===== src/row_repair_consts.svh =====
// timing counts, field positions and guard key values for row repair entry
`ifndef ROW_REPAIR_CONSTS_SVH
`define ROW_REPAIR_CONSTS_SVH

`define MR_ADDR_W          4
`define CA_ADDR_W          18
`define MR0_SEL            4'h0
`define MR4_SEL            4'h4
`define MR4_HARD_BIT       13
`define MR4_SOFT_BIT       5
`define KEY_LEN            4
`define KEY_ENTRY0         18'h00B7F
`define KEY_ENTRY1         18'h007FF
`define KEY_ENTRY2         18'h00BFF
`define KEY_ENTRY3         18'h003FF
`define BANK_GROUPS        2
`define ROW_W              16
`define CMD_GAP_CYC        4'h4

`endif


===== src/row_repair_pkg.sv =====
// types shared by both ends of the row repair entry link
package row_repair_pkg;
  typedef enum logic [3:0] {
    CMD_DES = 4'h0,
    CMD_MRS = 4'h1,
    CMD_ACT = 4'h2,
    CMD_WR  = 4'h3,
    CMD_WRA = 4'h4,
    CMD_RD  = 4'h5,
    CMD_PRE = 4'h6,
    CMD_REF = 4'h7,
    CMD_ZQ  = 4'h8,
    CMD_NOP = 4'h9,
    CMD_RFU = 4'hA
  } cmd_t;
endpackage


===== src/row_repair_if.sv =====
// command link from controller to device
`include "row_repair_consts.svh"
interface row_repair_if;
  import row_repair_pkg::*;
  logic                      cmd_valid;
  cmd_t                      cmd;
  logic [`MR_ADDR_W-1:0]     mr_sel;
  logic [1:0]                bg;
  logic [1:0]                ba;
  logic [`CA_ADDR_W-1:0]     addr;
  modport ctrl (output cmd_valid, cmd, mr_sel, bg, ba, addr);
  modport dev  (input  cmd_valid, cmd, mr_sel, bg, ba, addr);
endinterface


===== src/row_repair_dev.sv =====
// device end: guard key check and row repair fuse sequencing
`include "row_repair_consts.svh"
module row_repair_dev (
  input  wire logic                          clock_in,
  input  wire logic                          rst_in,
  row_repair_if.dev                          link,
  output logic                               hard_mode_out,
  output logic                               soft_mode_out,
  output logic                               armed_out,
  output logic [`BANK_GROUPS-1:0]            fuse_used_out,
  output logic [`BANK_GROUPS*`ROW_W-1:0]     fuse_row_out,
  output logic                               soft_valid_out,
  output logic [`ROW_W-1:0]                  soft_row_out,
  output logic                               soft_bg_out,
  output logic                               normal_act_out,
  output logic                               normal_wr_out,
  output logic [`ROW_W-1:0]                  open_row_out,
  output logic [1:0]                         open_ba_out,
  output logic                               open_bg_out
);
  import row_repair_pkg::*;

  // ----------------------------------------
  // command decode
  // ----------------------------------------
  function automatic logic [`CA_ADDR_W-1:0] key_value(input logic [2:0] pos);
    case (pos)
      3'h0:    key_value = `KEY_ENTRY0;
      3'h1:    key_value = `KEY_ENTRY1;
      3'h2:    key_value = `KEY_ENTRY2;
      default: key_value = `KEY_ENTRY3;
    endcase
  endfunction

  // ----------------------------------------
  // held state
  // ----------------------------------------
  // key progress, a broken-key latch and an armed activate
  logic [2:0]  key_pos;
  logic        key_dead;
  logic        act_pending;

  // ----------------------------------------
  // command classes
  // ----------------------------------------
  // a deselect is no command and never breaks the key
  wire         cmd_seen   = link.cmd_valid && link.cmd != CMD_DES;
  wire         is_mrs     = cmd_seen && link.cmd == CMD_MRS;
  wire         mr4_write  = is_mrs && link.mr_sel == `MR4_SEL;
  wire         set_hard   = mr4_write && link.addr[`MR4_HARD_BIT];
  wire         set_soft   = mr4_write && link.addr[`MR4_SOFT_BIT];
  wire         in_mode    = hard_mode_out || soft_mode_out;
  // one key check for both modes
  wire         key_match  = is_mrs && link.mr_sel == `MR0_SEL &&
                            link.addr == key_value(key_pos);
  // the key is open from a mode write until it arms or breaks
  wire         key_active = in_mode && !armed_out && !key_dead &&
                            key_pos < 3'(`KEY_LEN);
  wire         key_step   = key_active && cmd_seen;
  wire         key_last   = (key_pos == 3'(`KEY_LEN - 1));
  // activates and writes, plain or with auto precharge
  wire         is_act     = cmd_seen && link.cmd == CMD_ACT;
  wire         is_wr      = cmd_seen && (link.cmd == CMD_WR || link.cmd == CMD_WRA);
  // repair commands exist only while armed; a write with no
  // armed activate before it must never burn a fuse
  wire         rep_act    = armed_out && is_act;
  wire         rep_wr     = armed_out && act_pending && is_wr;
  // a hard repair needs its group's fuse still free
  wire         hard_bg_free = !fuse_used_out[open_bg_out];
  wire         hard_take    = rep_wr && hard_mode_out && hard_bg_free;
  wire         soft_take    = rep_wr && soft_mode_out;

  // ----------------------------------------
  // repair mode bits
  // ----------------------------------------
  // every mode register 4 write sets or clears both bits;
  // the hard bit wins when a write sets both
  // clearing both bits also disarms and closes the key
  wire         next_hard_mode = mr4_write ? set_hard : hard_mode_out;
  wire         next_soft_mode = mr4_write ? (set_soft && !set_hard) : soft_mode_out;

  // mode bit registers
  always_ff @(posedge clock_in) begin
    if (rst_in) begin
      hard_mode_out <= 1'b0;
      soft_mode_out <= 1'b0;
    end else begin
      hard_mode_out <= next_hard_mode;
      soft_mode_out <= next_soft_mode;
    end
  end

  // ----------------------------------------
  // guard key tracking
  // ----------------------------------------
  // counter advances on match, clears on any other command while the key is open or on any mode register 4 write, holds otherwise
  // the position stops at four once armed
  wire  [2:0]  next_key_pos  = mr4_write ? 3'h0 :
                               !key_step ? key_pos :
                               key_match ? key_pos + 3'h1 : 3'h0;
  // any other command kills the key
  // a dead key stays dead until the next mode write, so a retry
  // without a fresh mode write can never arm the repair
  wire         next_key_dead = mr4_write ? 1'b0 : (key_dead || (key_step && !key_match));
  // arming needs all four entries back to back
  wire         next_armed    = mr4_write ? 1'b0 :
                               (key_step && key_match && key_last) ? 1'b1 : armed_out;

  // key position, dead latch and armed flag
  always_ff @(posedge clock_in) begin
    if (rst_in) begin
      key_pos   <= 3'h0;
      key_dead  <= 1'b0;
      armed_out <= 1'b0;
    end else begin
      key_pos   <= next_key_pos;
      key_dead  <= next_key_dead;
      armed_out <= next_armed;
    end
  end

  // ----------------------------------------
  // activate capture and array commands
  // ----------------------------------------
  // unarmed act/write go to the array
  wire         next_normal_act  = is_act && !armed_out;
  wire         next_normal_wr   = is_wr && !rep_wr;
  // an armed activate waits for its write; a write or mode change drops it
  wire         next_act_pending = is_act ? rep_act :
                                  (is_wr || mr4_write) ? 1'b0 : act_pending;

  // array command pulses, one cycle each;
  // a repair write is kept from the array
  always_ff @(posedge clock_in) begin
    if (rst_in) begin
      normal_act_out <= 1'b0;
      normal_wr_out  <= 1'b0;
      act_pending    <= 1'b0;
    end else begin
      normal_act_out <= next_normal_act;
      normal_wr_out  <= next_normal_wr;
      act_pending    <= next_act_pending;
    end
  end

  // row, bank and group of the last activate,
  // captured on every activate, armed or not, for the repair write
  always_ff @(posedge clock_in) begin
    if (rst_in) begin
      open_row_out <= '0;
      open_ba_out  <= 2'h0;
      open_bg_out  <= 1'b0;
    end else if (is_act) begin
      open_row_out <= link.addr[`ROW_W-1:0];
      open_ba_out  <= link.ba;
      open_bg_out  <= link.bg[0];
    end
  end

  // ----------------------------------------
  // hard repair fuses
  // ----------------------------------------
  // each group's fuse written once, cleared only by reset
  // repair taken on the write of either sequence
  // a fused group ignores later hard repairs, the first row stays;
  // the slot of group g starts at bit g times the row width
  always_ff @(posedge clock_in) begin
    if (rst_in) begin
      fuse_used_out <= '0;
      fuse_row_out  <= '0;
    end else if (hard_take) begin
      fuse_used_out[open_bg_out] <= 1'b1;
      fuse_row_out[open_bg_out*`ROW_W +: `ROW_W] <= open_row_out;
    end
  end

  // ----------------------------------------
  // soft repair latch
  // ----------------------------------------
  // no status output on a failed key
  // holds one row, replaced by the next soft repair;
  // like the fuses it is lost on reset
  always_ff @(posedge clock_in) begin
    if (rst_in) begin
      soft_valid_out <= 1'b0;
      soft_row_out   <= '0;
      soft_bg_out    <= 1'b0;
    end else if (soft_take) begin
      soft_valid_out <= 1'b1;
      soft_row_out   <= open_row_out;
      soft_bg_out    <= open_bg_out;
    end
  end
endmodule


===== src/flat_wrapper.sv =====
// flat-port wrapper written by rule: the top's interface ports become plain ports
module row_repair_dev_flat import row_repair_pkg::*;
  (clock_in, rst_in, hard_mode_out, soft_mode_out, armed_out, fuse_used_out, fuse_row_out, soft_valid_out, soft_row_out, soft_bg_out, normal_act_out, normal_wr_out, open_row_out, open_ba_out, open_bg_out, link_cmd_valid, link_cmd, link_mr_sel, link_bg, link_ba, link_addr);
  row_repair_if link_i ();
  input  wire logic clock_in;
  input  wire logic rst_in;
  output logic hard_mode_out;
  output logic soft_mode_out;
  output logic armed_out;
  output logic [`BANK_GROUPS-1:0] fuse_used_out;
  output logic [`BANK_GROUPS*`ROW_W-1:0] fuse_row_out;
  output logic soft_valid_out;
  output logic [`ROW_W-1:0] soft_row_out;
  output logic soft_bg_out;
  output logic normal_act_out;
  output logic normal_wr_out;
  output logic [`ROW_W-1:0] open_row_out;
  output logic [1:0] open_ba_out;
  output logic open_bg_out;
  input wire logic [$bits(link_i.cmd_valid)-1:0] link_cmd_valid;
  input wire logic [$bits(link_i.cmd)-1:0] link_cmd;
  input wire logic [$bits(link_i.mr_sel)-1:0] link_mr_sel;
  input wire logic [$bits(link_i.bg)-1:0] link_bg;
  input wire logic [$bits(link_i.ba)-1:0] link_ba;
  input wire logic [$bits(link_i.addr)-1:0] link_addr;
  assign link_i.cmd_valid = link_cmd_valid;
  assign link_i.cmd = link_cmd;
  assign link_i.mr_sel = link_mr_sel;
  assign link_i.bg = link_bg;
  assign link_i.ba = link_ba;
  assign link_i.addr = link_addr;
  row_repair_dev u_core (.clock_in(clock_in), .rst_in(rst_in), .link(link_i), .hard_mode_out(hard_mode_out), .soft_mode_out(soft_mode_out), .armed_out(armed_out), .fuse_used_out(fuse_used_out), .fuse_row_out(fuse_row_out), .soft_valid_out(soft_valid_out), .soft_row_out(soft_row_out), .soft_bg_out(soft_bg_out), .normal_act_out(normal_act_out), .normal_wr_out(normal_wr_out), .open_row_out(open_row_out), .open_ba_out(open_ba_out), .open_bg_out(open_bg_out));
endmodule

===== config.mk =====
export PLATFORM = sky130hd
export DESIGN_NAME = row_repair_dev_flat
export DESIGN_NICKNAME = d
export VERILOG_FILES = /design/src/row_repair_pkg.sv /design/src/row_repair_if.sv /design/src/row_repair_dev.sv /design/src/flat_wrapper.sv
export VERILOG_INCLUDE_DIRS = /design/src
export SDC_FILE = /design/constraint.sdc
export NUM_CORES = 1
export LEC_CHECK = 0
export ABC_AREA = 1
export BUFFER_PORTS_ARGS = -buffer_cell sky130_fd_sc_hd__buf_2
export CELL_PAD_IN_SITES_DETAIL_PLACEMENT = 0
export CELL_PAD_IN_SITES_GLOBAL_PLACEMENT = 1
export CORE_MARGIN = 8
export CORE_UTILIZATION = 36
export CTS_BUF_LIST = sky130_fd_sc_hd__clkbuf_4
export CTS_CLUSTER_SIZE = 25
export DETAILED_ROUTE_END_ITERATION = 16
export MAX_ROUTING_LAYER = met4
export PLACE_DENSITY = 0.9
export SKIP_LAST_GASP = 1
export SLEW_MARGIN = 20
export SYNTH_ARGS = -nofsm -noshare
export SYNTH_HDL_FRONTEND = slang
export SYNTH_SLANG_ARGS = --single-unit
export TNS_END_PERCENT = 50

===== constraint.sdc =====
create_clock -name clock_in -period 2.1 [get_ports clock_in]
set_clock_uncertainty 0.2 [all_clocks]
set_input_delay 0.63 -clock clock_in [delete_from_list [all_inputs] [get_ports clock_in]]
set_output_delay 0.63 -clock clock_in [all_outputs]
set_load 0.02 [all_outputs]

==> impl_metrics.csv <==
group,metric,value,unit
clock_tree,clk_pin_slew,0.12,ns
finish,syn_to_final_growth,26.3,%
clock_tree,clk_path_buf_depth,2,
critical_path,path_class,"reg -> out",
critical_path,path_cells,"buf_2",
synthesis,synth.distinct_cells,27,
synthesis,ys_seq_area_share,48.3,%
sta,finalHoldViolCount,0,
routing,drt-vias-per-instance,4.75,
clock_tree,cts_tree,"yes",
floorplanning,start_util,36.7,%
critical_path,worstPathMaxFanout,4,
routing,drc,0,
power_and_ir_drop,power_leakage,2.05,nW
synthesis,synthCells,462,
finish,fill_cells,959,
global_routing,grt_pass1_vias,3134,
routing,wl_per_cell,14.2,um
floorplanning,die_w,113,um
synthesis,ys_ff_latch,81,
clock_tree,root_buffer,"clkbuf_4",
routing,wirelength,9.77,mm
sta,min_period_over_period,90.0,%
global_routing,grt_max_degree,41,
routing,vias,3265,
place,routabilityCongestion,0.830,
routing,drt_iter0_markers,119,
synthesis,synth.avg_cell_area,7.26,um^2
critical_path,worstPathArrival,1.06,ns
finish,layout_commonest_cell,"nor2_1",
sta,finalSetupTns,0,ns
clock_tree,cts_sinks,81,
global_routing,grt_pass1_wl,15.5,mm
routing,first_pass_iters,4,
floorplanning,ios,109,
synthesis,syn_nets,500,
place,dp_cells,670,
critical_path,required,1.27,ns
global_routing,grt.met1_usage,17.8,%
critical_path,critPathMaxStageDelay,0.43,ns
sta,period_minus_slack,1.89,ns
sta,rsz0062_at_grt,"no",
floorplanning,rows,35,
sta,setup_viol,0,
place,hpwl,7.47,mm
global_routing,busiest_layer,"met2",
floorplanning,core_area,9150,um^2
power_and_ir_drop,ir_drop,0.246,mV
place,port-buffer-count,107,
sta,whs,0.255,ns
sta,timing.fmax,529,MHz
sta,slew_violations,0,
synthesis,syn-cell-area,3360,um^2
global_routing,use_met2,26.5,%
sta,slew_headroom,75.2,%
finish,final_cell_mix,"nor2_1, buf_2, dfxtp_1",
floorplanning,die_h,113,um
critical_path,slowest_stage,"dfxtp_1",
run_status,status,"complete, no violations",
power_and_ir_drop,pwr_density_cell,678,nW/um^2
critical_path,critical-path-top-delay-family,"flip-flops",
global_routing,track_usage,15.9,%
critical_path,cp-start-kind,"flop",
sta,tightest_slew,0.372,ns
global_routing,grtUsageMet3,3.44,%
global_routing,antenna_found_initial,2,
critical_path,cp_num_buf_inv,1,
finish,nets,608,
clock_tree,h-tree-depth,3,
clock_tree,clock_latency,0.42,ns
clock_tree,cts_made_buffers,9,
finish,drive_gt1_share,25.4,%
hold_path,hold_class,"in -> reg",
floorplanning,dieArea,12700,um^2
critical_path,end_kind,"primary output",
global_routing,grt-ovfl-total,0,
finish,final_cells,688,
clock_tree,ctsHoldBuffers,0,
flow_run,max_cap_viol_count,0,
synthesis,synth.yosys.warnings,0,
routing,antenna_left,0,
==> per-stage QoR <==
stage	utilization, %	setup WS [ns]	area (um^2)	total power (W)
detailed placement	44.3	-0.0975	4050	0.00176
finish	46.3	0.211	4240	0.00287
CTS	46.2	0.174	4230	0.00290
global placement	44.3	-0.00768	4050	0.00176
floorplan	-	0.155	3360	0.00168
global route	46.3	0.0793	4240	0.00300
==> timing repair <==
| action | 4_1_cts | 5_1_grt |
|---|---|---|
| endpoints found under the setup margin | 0 | 1 |
| buffers inserted | 0 | 0 |
| gates resized for setup | 0 | 1 |
==> report_power, final <==
| part | internal [W] | switching [W] | leakage (nW) | total, W |
|---|---|---|---|---|
| clock | 0.000611 | 0.000531 | 0.0940 | 0.00114 |
| sequential | 0.00155 | 0.00000658 | 0.653 | 0.00155 |
| combinational | 0.0000684 | 0.000110 | 1.30 | 0.000178 |
==> layer usage <==
layer,share of wire (%),vias to the layer above
met2,49,100
met3,5.7,15
met5,0,-
li1,-,1677
met1,43,1473
met4,2.1,0
==> final timing paths <==
check	to	start	slack (ns)	cells past startpoint
setup / recovery	open_bg_out	u_core.open_bg_out	0.21	1
hold / removal	u_core.open_ba_out[0]	link_ba[0]	0.26	3
setup reg to reg	u_core.key_pos[1]	u_core.key_pos[0]	0.28	9
hold reg to reg	u_core.key_dead	u_core.key_dead	0.28	2
==> kinds of logic after synthesis <==
logic type | after synthesis | synth area share (%)
AND/OR/NAND/NOR | 243 | 31.1
buffers and inverters | 65 | 8.43
AO/OA/AOI/OAI | 68 | 10.3
adder cells (fa/ha/maj) | 5 | 1.86
flip-flops | 81 | 48.3
==> synthesized netlist by cell type (all sizes together) <==
cell type,n,area share (%)
a21oi,25,3.7
o2111ai,1,0.26
and3,1,0.19
nor2,127,15
a21boi,1,0.22
buf,11,2.3
dfxtp,81,48
ha,5,1.9
nand3b,1,0.22
nand3,45,6.7
inv,42,4.7
nor3,4,0.75
o21ai,41,6.1
nand4,1,0.19
nand2,64,7.5
clkinv,1,0.15
clkbuf,11,1.2
==> layout make-up <==
| type | instances | area (um^2) | share of cell area [%] |
|---|---|---|---|
| tap | 111 | 139 | 3.28 |
| multi-input combinational | 316 | 1450 | 34.3 |
| clock buffer | 10 | 75.1 | 1.77 |
| clock inverter | 6 | 106 | 2.51 |
| inverter | 43 | 163 | 3.84 |
| timing repair buffer | 119 | 676 | 15.9 |
| antenna | 2 | 5.00 | 0.118 |
| sequential | 81 | 1620 | 38.3 |
==> state kept, by name, summed over array words and instances (netlist names), 2 cells and up <==
name                  cells
u_core.key_pos            3
u_core.fuse_used_out      2
u_core.fuse_row_out      32
u_core.open_row_out      16
u_core.soft_row_out      16
u_core.open_ba_out        2
Note: power is estimated with default switching activity, not from simulation.
